<file path="config.mk">
export PLATFORM = sky130hd
export DESIGN_NAME = reset_mode_latch_irq_pins
export DESIGN_NICKNAME = d
export VERILOG_FILES = /design/src/reset_mode_pkg.sv /design/src/reset_mode_latch_irq_pins.sv
export SDC_FILE = /design/constraint.sdc
export NUM_CORES = 1
export LEC_CHECK = 0
export ABC_AREA = 1
export BUFFER_PORTS_ARGS = -buffer_cell sky130_fd_sc_hd__clkbuf_2
export CAP_MARGIN = 20
export CORE_AREA = 10 10 125 127
export DETAILED_ROUTE_END_ITERATION = 16
export DIE_AREA = 0 0 135 137
export PLACE_DENSITY = 0.44
export SETUP_SLACK_MARGIN = 0.1
export SYNTH_ARGS = -nofsm -noshare
export SYNTH_HDL_FRONTEND = slang
export SYNTH_SLANG_ARGS = --single-unit
</file>
<file path="constraint.sdc">
create_clock -name ref_clk -period 5.4 [get_ports ref_clk]
set_clock_uncertainty 0.2 [all_clocks]
set_input_delay 0.54 -clock ref_clk [delete_from_list [all_inputs] [get_ports ref_clk]]
set_output_delay 0.54 -clock ref_clk [all_outputs]
set_load 0.05 [all_outputs]
</file>
<file path="src/reset_mode_pkg.sv">
/*
 * shared constants of the reset, mode-latch and interrupt-pin block:
 * register offsets, field positions, reset values and the core state type.
 * assumes a byte-addressed avalon-mm slave with 32-bit data.
 */
`default_nettype none
package reset_mode_pkg;
	// ======================================================================
	// register offsets (byte addresses)
	localparam logic [4:0] OFS_MODE      = 5'h00;
	localparam logic [4:0] OFS_PLL       = 5'h04;
	localparam logic [4:0] OFS_IRQ_CFG   = 5'h08;
	localparam logic [4:0] OFS_IRQ_STAT  = 5'h0C;
	localparam logic [4:0] OFS_CORE_CTRL = 5'h10;
	localparam logic [4:0] OFS_STATUS    = 5'h14;

	// ======================================================================
	// field positions
	localparam int PLL_EN_BIT    = 0;
	localparam int PLL_DF_LSB    = 4;
	localparam int PLL_MF_LSB    = 8;
	localparam int CFG_EDGE_LSB  = 8;
	localparam int STAT_NMI_BIT  = 8;
	localparam int STS_HELD_BIT  = 2;
	localparam int STS_ALIGN_BIT = 3;

	// ======================================================================
	// reset values, limits and core commands
	localparam logic [3:0] MODE_RST      = 4'h0;
	localparam logic [3:0] DF_RST        = 4'h1;
	localparam logic [3:0] MF_RST        = 4'h1;
	localparam logic [3:0] DF_ALIGN      = 4'h1;
	localparam logic [3:0] MF_ALIGN_MAX  = 4'h4;
	localparam logic [3:0] MASK_RST      = 4'h0;
	localparam logic [3:0] EDGE_RST      = 4'h0;
	localparam logic [1:0] CMD_WAIT      = 2'h1;
	localparam logic [1:0] CMD_STOP      = 2'h2;

	// ======================================================================
	// processor states
	typedef enum logic [1:0] {
		ST_RUN  = 2'b00,
		ST_WAIT = 2'b01,
		ST_STOP = 2'b10,
		ST_HELD = 2'b11
	} core_state_type;
endpackage
`default_nettype wire

</file>
<file path="src/reset_mode_latch_irq_pins.sv">
/*
 * reset, mode-strap latch and interrupt-pin logic of the signal processor.
 * the board pin reset is synchronised and released on a rising edge of the
 * divided output clock; at that moment the four mode straps and the pll-init
 * strap are captured. afterwards the straps serve as interrupt requests.
 * assumes: ref_clk is the input clock at 100 MHz, reset_n a synchronous
 * block reset, all pins asynchronous to ref_clk, avalon-mm master on ref_clk.
 */
// How it works
// - board reset held low keeps core held and phase generator cleared
// - leaving the held state happens only on an output clock rising edge
// - release delay is fixed, so devices released together start in lockstep
// - four mode straps are captured into the operating mode register on release
// - pll-init strap level is captured into the pll enable bit on release
// - after release the pll-init pin is a falling-edge non-maskable request
// - straps a and b become active-low maskable requests, level or edge
// - a maskable request pending in stop state returns the core to run
// - a masked-in request in wait state leaves wait on a fixed clock edge
// - output clock follows core phase; aligned flag shows input alignment
// - with the pll off the output clock runs at half the input clock
// - straps c and d behave as requests exactly like a and b
`timescale 1ns/100ps
`default_nettype none
module reset_mode_latch_irq_pins (
	// clock and block reset
	input  wire  logic        ref_clk,
	input  wire  logic        reset_n,
	// board pins
	input  wire  logic        ext_reset_n,
	input  wire  logic        mode_sel_a,
	input  wire  logic        mode_sel_b,
	input  wire  logic        mode_sel_c,
	input  wire  logic        mode_sel_d,
	input  wire  logic        pll_init_pin,
	output logic              core_clock_out,
	// core-side status
	output logic              core_in_reset,
	output logic [1:0]        core_state,
	output logic [3:0]        operating_mode,
	output logic              pll_enable,
	output logic              clock_aligned,
	output logic              irq_request,
	output logic              nmi_request,
	// avalon-mm slave
	input  wire  logic [4:0]  address,
	input  wire  logic        read,
	input  wire  logic        write,
	input  wire  logic [31:0] writedata,
	output logic [31:0]       readdata,
	output logic              waitrequest
);
	// ======================================================================
	// declarations
	reset_mode_pkg::core_state_type state_r;
	logic [5:0]  pin_s1_r;                  // first synchroniser stage
	logic [5:0]  pin_s2_r;                  // second synchroniser stage
	logic [4:0]  samp_r;                    // sampled on output clock rise
	logic [4:0]  fall_r;                    // one-cycle falling-edge pulses
	logic [3:0]  half_cnt_r;
	logic        core_clock_out_r;
	logic        tick;
	logic        rise_tick;
	logic        rst_pin_n;
	logic [3:0]  operating_mode_r;
	logic        pll_enable_bit_r;
	logic [3:0]  pll_divide_factor_r;
	logic [3:0]  pll_multiply_factor_r;
	logic [3:0]  mask_r;
	logic [3:0]  edge_mode_r;
	logic [3:0]  pend_r;
	logic        nmi_pend_r;
	logic [3:0]  irq_active;
	logic [3:0]  irq_clr;
	logic        nmi_clr;
	logic        running;
	logic        ack_r;
	logic        wr_go;
	logic [31:0] readdata_r;

	// ======================================================================
	// helpers

	// half-period of the output clock in input cycles, minus one
	function automatic logic [3:0] half_limit(input logic en, input logic [3:0] df);
		if (!en || df == 4'h0) begin
			return 4'h0;
		end
		return df - 4'h1;
	endfunction

	// read-data mux
	function automatic logic [31:0] read_mux(input logic [4:0] a);
		logic [31:0] v;
		v = 32'h0000_0000;
		unique case (a)
			reset_mode_pkg::OFS_MODE: begin
				v[3:0] = operating_mode_r;
			end
			reset_mode_pkg::OFS_PLL: begin
				v[reset_mode_pkg::PLL_EN_BIT] = pll_enable_bit_r;
				v[reset_mode_pkg::PLL_DF_LSB +: 4] = pll_divide_factor_r;
				v[reset_mode_pkg::PLL_MF_LSB +: 4] = pll_multiply_factor_r;
			end
			reset_mode_pkg::OFS_IRQ_CFG: begin
				v[3:0] = mask_r;
				v[reset_mode_pkg::CFG_EDGE_LSB +: 4] = edge_mode_r;
			end
			reset_mode_pkg::OFS_IRQ_STAT: begin
				v[3:0] = irq_active;
				v[reset_mode_pkg::STAT_NMI_BIT] = nmi_pend_r;
			end
			reset_mode_pkg::OFS_STATUS: begin
				v[1:0] = state_r;
				v[reset_mode_pkg::STS_HELD_BIT] = (state_r == reset_mode_pkg::ST_HELD);
				v[reset_mode_pkg::STS_ALIGN_BIT] = clock_aligned;
			end
			default: begin
				v = 32'h0000_0000;
			end
		endcase
		return v;
	endfunction

	// ======================================================================
	// pin synchronisers: {reset, pll-init, d, c, b, a}
	always_ff @(posedge ref_clk) begin
		if (!reset_n) begin
			pin_s1_r <= 6'h00;
			pin_s2_r <= 6'h00;
		end else begin
			pin_s1_r <= {ext_reset_n, pll_init_pin, mode_sel_d, mode_sel_c, mode_sel_b, mode_sel_a};
			pin_s2_r <= pin_s1_r;
		end
	end

	assign rst_pin_n = pin_s2_r[5];

	// ======================================================================
	// phase generator and output clock
	assign tick      = (half_cnt_r >= half_limit(pll_enable_bit_r, pll_divide_factor_r));
	assign rise_tick = tick && !core_clock_out_r;

	always_ff @(posedge ref_clk) begin
		if (!reset_n || !rst_pin_n) begin
			half_cnt_r <= 4'h0;
			core_clock_out_r   <= 1'b0;
		end else if (tick) begin
			half_cnt_r <= 4'h0;
			core_clock_out_r   <= !core_clock_out_r;
		end else begin
			half_cnt_r <= half_cnt_r + 4'h1;
		end
	end

	assign core_clock_out = core_clock_out_r;
	assign clock_aligned  = !pll_enable_bit_r ||
		(pll_divide_factor_r == reset_mode_pkg::DF_ALIGN &&
		 pll_multiply_factor_r <= reset_mode_pkg::MF_ALIGN_MAX);

	// ======================================================================
	// pin sampling on output clock rise and falling-edge pulses
	always_ff @(posedge ref_clk) begin
		if (!reset_n) begin
			samp_r <= 5'h1F;
			fall_r <= 5'h00;
		end else if (rise_tick) begin
			samp_r <= pin_s2_r[4:0];
			fall_r <= samp_r & ~pin_s2_r[4:0];
		end else begin
			fall_r <= 5'h00;
		end
	end

	// ======================================================================
	// avalon slave: one wait cycle, then the answer
	assign waitrequest = (read || write) && !ack_r;
	assign wr_go       = write && ack_r;
	assign readdata    = readdata_r;

	always_ff @(posedge ref_clk) begin
		if (!reset_n) begin
			ack_r <= 1'b0;
		end else begin
			ack_r <= (read || write) && !ack_r;
		end
	end

	always_ff @(posedge ref_clk) begin
		if (!reset_n) begin
			readdata_r <= 32'h0000_0000;
		end else if (read && !ack_r) begin
			readdata_r <= read_mux(address);
		end
	end

	// ======================================================================
	// straps captured at release, then software-writable
	always_ff @(posedge ref_clk) begin
		if (!reset_n) begin
			operating_mode_r <= reset_mode_pkg::MODE_RST;
			pll_enable_bit_r <= 1'b0;
		end else if (state_r == reset_mode_pkg::ST_HELD && rst_pin_n && rise_tick) begin
			operating_mode_r <= samp_r[3:0];
			pll_enable_bit_r <= samp_r[4];
		end else if (wr_go && address == reset_mode_pkg::OFS_MODE) begin
			operating_mode_r <= writedata[3:0];
		end else if (wr_go && address == reset_mode_pkg::OFS_PLL) begin
			pll_enable_bit_r <= writedata[reset_mode_pkg::PLL_EN_BIT];
		end
	end

	// pll factors and interrupt configuration
	always_ff @(posedge ref_clk) begin
		if (!reset_n) begin
			pll_divide_factor_r   <= reset_mode_pkg::DF_RST;
			pll_multiply_factor_r <= reset_mode_pkg::MF_RST;
			mask_r                <= reset_mode_pkg::MASK_RST;
			edge_mode_r           <= reset_mode_pkg::EDGE_RST;
		end else if (wr_go && address == reset_mode_pkg::OFS_PLL) begin
			pll_divide_factor_r   <= writedata[reset_mode_pkg::PLL_DF_LSB +: 4];
			pll_multiply_factor_r <= writedata[reset_mode_pkg::PLL_MF_LSB +: 4];
		end else if (wr_go && address == reset_mode_pkg::OFS_IRQ_CFG) begin
			mask_r      <= writedata[3:0];
			edge_mode_r <= writedata[reset_mode_pkg::CFG_EDGE_LSB +: 4];
		end
	end

	// ======================================================================
	// interrupt requests; write one to clear, a new edge wins over the clear
	assign running = (state_r != reset_mode_pkg::ST_HELD);
	assign irq_clr = (wr_go && address == reset_mode_pkg::OFS_IRQ_STAT) ? writedata[3:0] : 4'h0;
	assign nmi_clr = wr_go && address == reset_mode_pkg::OFS_IRQ_STAT &&
		writedata[reset_mode_pkg::STAT_NMI_BIT];

	always_ff @(posedge ref_clk) begin
		if (!reset_n || !running) begin
			pend_r     <= 4'h0;
			nmi_pend_r <= 1'b0;
		end else begin
			pend_r     <= (pend_r & ~irq_clr) | (fall_r[3:0] & edge_mode_r);
			nmi_pend_r <= (nmi_pend_r && !nmi_clr) || fall_r[4];
		end
	end

	// level mode follows the sampled low level, edge mode the latch
	assign irq_active  = running ? ((edge_mode_r & pend_r) | (~edge_mode_r & ~samp_r[3:0])) : 4'h0;
	assign irq_request = |(irq_active & mask_r);
	assign nmi_request = nmi_pend_r;

	// ======================================================================
	// processor state: held, run, wait, stop
	always_ff @(posedge ref_clk) begin
		if (!reset_n || !rst_pin_n) begin
			state_r <= reset_mode_pkg::ST_HELD;
		end else begin
			unique case (state_r)
				reset_mode_pkg::ST_HELD: begin
					if (rise_tick) begin
						state_r <= reset_mode_pkg::ST_RUN;
					end
				end
				reset_mode_pkg::ST_RUN: begin
					if (wr_go && address == reset_mode_pkg::OFS_CORE_CTRL) begin
						if (writedata[1:0] == reset_mode_pkg::CMD_WAIT) begin
							state_r <= reset_mode_pkg::ST_WAIT;
						end else if (writedata[1:0] == reset_mode_pkg::CMD_STOP) begin
							state_r <= reset_mode_pkg::ST_STOP;
						end
					end
				end
				reset_mode_pkg::ST_WAIT: begin
					if (rise_tick && (irq_request || nmi_request)) begin
						state_r <= reset_mode_pkg::ST_RUN;
					end
				end
				reset_mode_pkg::ST_STOP: begin
					if (rise_tick && |irq_active) begin
						state_r <= reset_mode_pkg::ST_RUN;
					end
				end
			endcase
		end
	end

	assign core_in_reset  = (state_r == reset_mode_pkg::ST_HELD);
	assign core_state     = state_r;
	assign operating_mode = operating_mode_r;
	assign pll_enable     = pll_enable_bit_r;
endmodule
`default_nettype wire

</file>
Word-level counts from Yosys, hierarchy flattened
Index checks and enable logic that the tools add are counted.
{"block": "classes", "addsub": 2, "magnitude_cmp": 2, "eq_ne": 18, "n_mux": 22, "bitwise": 13, "reduce_logical": 42}
{"op": "4-bit two-way mux", "n": 7}
{"op": "4-bit bitwise AND", "n": 5}
{"op": "1-bit logical AND", "n": 16}
{"op": "2-bit two-way mux", "n": 6}
{"op": "4-bit inverter", "n": 3}
{"op": "3-bit one-hot mux with 4 select lines", "n": 1}
{"op": "5-bit by 4-bit == test with 1-bit output, second input constant", "n": 2}
{"op": "5-bit == test, second input constant", "n": 2}
{"op": "2-bit inequality test, second input constant", "n": 5}
{"op": "4-bit bitwise OR", "n": 2}
{"op": "2-bit one-hot mux with 4 select lines", "n": 1}
{"op": "4-bit OR reduction", "n": 2}
{"op": "1-bit logical NOT", "n": 7}
{"op": "1-bit logical OR", "n": 7}
{"op": "2-bit == test, second input constant", "n": 3}
{"op": "3-bit one-hot mux with 2 select lines", "n": 1}
{"op": "2-bit AND reduction", "n": 3}
{"op": "5-bit bitwise AND", "n": 1}
{"op": "5-bit by 3-bit == test with 1-bit output, second input constant", "n": 1}
{"op": "5-bit logical NOT", "n": 1}
{"op": "5-bit inverter", "n": 1}
{"op": "1-bit one-hot mux with 5 select lines", "n": 1}
{"op": "5-bit AND reduction", "n": 1}
{"op": "4-bit by 1-bit adder with 4-bit output, second input constant", "n": 1}
{"op": "14 further kinds", "n": 19}
{"block": "word_totals", "register_bits": 68, "out_inout_bits": 45}

Longest topological paths before layout
{"block": "depth", "depth_word": 10, "depth_mapped": 18}

Least setup slack after synthesis
Ideal clock, no wire load.
{"block": "synth_path", "path_type": "register -> register", "from": "reg pll_enable_bit_r, in the netlist pll_enable", "to": "reg samp_r[0]", "arrival_time_ns": 2.225, "required_ns": 5.075, "path_slack_ns": 2.850, "path_stages_with_launch": 12, "path_buffers": 0, "period_less_slack_ns": 2.550, "path_cell_list": "dfxtp_1 nand2_1 or2_2 ha_1 nand2_1 nand2_1 nand2_1 nand3_2 nand2_2 inv_2 nor2_1 a21oi_1"}
{"block": "synth_between", "elab_chain_len": 6}
{"element": "start, declared", "line_no": "reset_mode_latch_irq_pins.sv:65", "rtl": "logic pll_enable_bit_r;"}
{"element": "start signal, assigned", "line_no": "reset_mode_latch_irq_pins.sv:204", "rtl": "pll_enable_bit_r <= samp_r[4];"}
{"element": "start signal, assigned", "line_no": "reset_mode_latch_irq_pins.sv:208", "rtl": "pll_enable_bit_r <= writedata[reset_mode_pkg::PLL_EN_BIT];"}
{"element": "1-bit logical NOT", "line_no": "reset_mode_latch_irq_pins.sv:85", "rtl": "if (!en || df == 4'h0) begin"}
{"element": "1-bit logical OR", "line_no": "reset_mode_latch_irq_pins.sv:85"}
{"element": "1-bit two-way mux", "line_no": "reset_mode_latch_irq_pins.sv:85"}
{"element": "4-bit two-way mux", "line_no": "reset_mode_latch_irq_pins.sv:88", "rtl": "return df - 4'h1;"}
{"element": "4-bit greater-or-equal comparator", "line_no": "reset_mode_latch_irq_pins.sv:140", "rtl": "assign tick = (half_cnt_r >= half_limit(pll_enable_bit_r, pll_divide_factor_r));"}
{"element": "1-bit logical AND", "line_no": "reset_mode_latch_irq_pins.sv:141", "rtl": "assign rise_tick = tick && !core_clock_out_r;"}
{"element": "end signal, assigned", "line_no": "reset_mode_latch_irq_pins.sv:167", "rtl": "samp_r <= pin_s2_r[4:0];"}
{"element": "end, declared", "line_no": "reset_mode_latch_irq_pins.sv:57", "rtl": "logic [4:0] samp_r;"}
No other way between the ends.
A chain may end at the register's enable or synchronous reset.

Worst setup path in the final report
{"block": "layout_path", "from": "reg pll_divide_factor_r[0]", "to": "reg samp_r[4]"}
{"block": "layout_between", "elab_chain_len": 6, "word_cells_on_any_way": 7, "classes_between": "1 x add/sub; 1 x order compare; 2 x mux; 3 x reduce/logical"}
{"element": "start, declared", "line_no": "reset_mode_latch_irq_pins.sv:66", "rtl": "logic [3:0] pll_divide_factor_r;"}
{"element": "start signal, assigned", "line_no": "reset_mode_latch_irq_pins.sv:215", "rtl": "pll_divide_factor_r <= reset_mode_pkg::DF_RST;"}
{"element": "start signal, assigned", "line_no": "reset_mode_latch_irq_pins.sv:220", "rtl": "pll_divide_factor_r <= writedata[reset_mode_pkg::PLL_DF_LSB +: 4];"}
{"element": "parallel branches: the longest is 3 deep, another holds 4-bit by 1-bit subtractor with 4-bit output"}
{"element": "4-bit two-way mux *", "line_no": "reset_mode_latch_irq_pins.sv:88"}
{"element": "4-bit greater-or-equal comparator *", "line_no": "reset_mode_latch_irq_pins.sv:140"}
{"element": "1-bit logical AND *", "line_no": "reset_mode_latch_irq_pins.sv:141"}
Every way passes the cells marked *.

==> out/metrics.cfg <==
[critical_path]
cpMostUsedCell = nand2_1
cp_slowest_stage_delay_ps = 410
startpoint_type = flip-flop
path_max_fanout = 7
worstRegToRegCells = 14
cp.required_ps = 5400
endpoint_kind = flip-flop
arrival_ps = 2860
critPathKind = flip-flop to flip-flop
slowest_stage = dfxtp_1
path_cells = inv_1 -> ha_1 -> nand2_1 -> nand2_1 -> or2_2 -> ha_1 -> nand2_1 -> nand2_1 -> nand2_1 -> nand3_2 -> nand2_2 -> inv_2 -> nor2_1 -> a21oi_1

[global_route]
grt_usage_pct = 9.60
grt-ovfl-total = 0
grt_pass1_vias = 2615
grt_pass1_wl_mm = 13.8
antenna_found_initial = 1
grt_start_max_net_pins = 47

[pwr]
seq_power_share_pct = 41.7
pwr-share-clk_pct = 47.1
comb_power_share_pct = 11.2
p_int_uw = 926
p_per_area_nw_per_um2 = 328
ir_worst_vdd_mv = 0.133
swShare_pct = 27.6
leakage_uw = 0.00186
p_switching_uw = 354

[timing]
hold_violations = 0
setup_violations = 0
final.min_clock_period_ps = 2850
holdWs_ps = 186
fmax_mhz = 350
finalSetupTns_ps = 0
grt_setup_unrepaired = false
slew_viol_final = 0
period_share_pct = 52.9
setup_slack_ps = 2550
max_slew_margin_pct = 35.5
tightest_slew_ps = 967

[clock_tree]
h-tree-depth = 3
ctsHoldBuffers = 0
post_cts_buffers = 0
cts_resized = 0
worstSkewPairLatency_ps = 330
cts.sinks = 68
tritoncts = done
clk_pin_slew_ps = 60
clockRootBuffer = clkbuf_16
numCtsBuffers = 9
clock_path_buffers = 2

[synth]
ys_seq_area_share_pct = 42.1
synth_top_family_by_area = simple AND/OR/NAND/NOR gates
avgSynthCellArea_um2 = 7.47
yosysUniqueCellTypes = 36
synth_simple_gate_area_share_pct = 25.9
synthMuxAreaShare_pct = 0
synth_xor_area_share_pct = 0.812
synth_fa_ha_area_share_pct = 3.09
synth_warnings = 0
postSynthCellCount = 433
synth_area_um2 = 3240
synth-compound-area-share_pct = 13.5
ys_ff_latch = 68

[placement]
hpwl_mm = 6.86
io_buffers = 51
dp_slack_ps = 2560
place_area_um2 = 3580
gp_congestion = 0.806

[finish]
finalCoreUtilization_pct = 29.8
layout_commonest_cell = nand2_1
fin_area_um2 = 3890
final_cell_mix = nand2_1, dfxtp_1, inv_1, clkbuf_2, nor2_1
drive_gt1_share_pct = 20.4
syn2layout_area_growth_pct = 20.4
nNetsFinal = 541

[floorplanning]
die-area_um2 = 18500
num_io_pins = 92
die_w_um = 135
coreArea_um2 = 13100
initial_core_util_pct = 24.7
die-height_um = 137
rows = 42

[drt]
drt-met1-wl_mm = 4.06
routed.top_layer = met4
met3_length_um = 883
drtAntennaViolNets = 0
wl_per_cell_um = 13.2
drt-pass1-iter-count = 4
routed_wl_mm = 8.79
drc = 0
wl_met2_mm = 3.75
avgViaCountPerCell = 4.16
drtIter0Drc = 135
route.vias.total = 2782

[min_path]
min_path_cells = 3
worst_hold_path_type = primary input to flip-flop

[job]
maxCapViolations = 0

[run_status]
status = complete, no violations

[sequential cells by signal, indices dropped and copies added (netlist names), 5 cells and up]
name      flops
fall_r        5
readdata     12
samp_r        5
pin_s2_r      6
pin_s1_r      6
[metrics by stage]
step           power, µW  cells
5_1_grt             1340    667
6_report            1280    668
3_5_place_dp         688    651
3_3_place_gp         687    651
4_1_cts             1300    667
2_1_floorplan        661    452
[power by group through the flow]
stage / clock [µW] / sequential [µW] / combinational, µW
global placement: 0 / 544 / 143
floorplan: 0 / 565 / 96.2
global route: 645 / 535 / 156
CTS: 625 / 533 / 144
finish: 603 / 533 / 143
detailed placement: 0 / 544 / 144
[final cells by class]
cell class,instances,area (µm²)
flip-flops and latches,68,1360
diodes,1,2.50
multi-input cells,286,1480
repair buffers,52,263
fillers,1413,9190
clock buffers,10,239
inverters,69,260
well taps,176,220
clock inverters,6,71.3
[path summary, 6_finish.rpt]
check	startpoint	end	slack, ps
setup reg to reg	pll_divide_factor_r[0]	samp_r[4]	2550
hold reg to reg	pin_s1_r[5]	pin_s2_r[5]	210
setup / recovery	pll_divide_factor_r[0]	samp_r[4]	2550
hold / removal	mode_sel_a	pin_s1_r[0]	190
[synth_stat cells (all sizes together)]
library cell / instances / share of area, %
o221ai: 1 / 0.27
clkbuf: 5 / 0.58
o211ai: 5 / 1.2
xor2: 2 / 0.54
conb: 1 / 0.12
inv: 68 / 7.9
ha: 8 / 3.1
o21ai: 33 / 5.3
clkinv: 1 / 0.15
a41oi: 1 / 0.27
nand3: 28 / 4.9
or2: 1 / 0.19
a31oi: 1 / 0.19
nand3b: 1 / 0.23
buf: 24 / 5.8
o22ai: 2 / 0.39
dfxtp: 68 / 42
a21oi: 36 / 5.9
nand4: 13 / 3.0
nand2: 82 / 10
xnor2: 1 / 0.27
nor3: 9 / 1.5
nor2: 42 / 6.0
[worst max-delay path: cells and delay by family, from the launching register on]
kind / cells / cell delay, ps
fa+ha+maj: 2 / 530
buf+inv: 2 / 190
simple gates: 9 / 1290
flops: 1 / 410
compound gates: 1 / 120
[layer usage]
| layer | vias up | GRT usage (%) |
|---|---|---|
| met5 | - | 0 |
| met2 | 86 | 14.1 |
| met1 | 1218 | 12.2 |
| li1 | 1469 | - |
| met4 | 0 | 3.77 |
| met3 | 9 | 3.96 |
[cells by family (layout without fill, tap and decap cells)]
| group | after synthesis | in the layout |
|---|---|---|
| AO/OA/AOI/OAI | 79 | 79 |
| buffers and inverters | 98 | 137 |
| flip-flops | 68 | 68 |
| XOR/XNOR | 3 | 3 |
| other | 1 | 21 |
| adder cells (fa/ha/maj) | 8 | 8 |
| AND/OR/NAND/NOR | 176 | 176 |
Note: power is estimated with default switching activity, not from simulation.
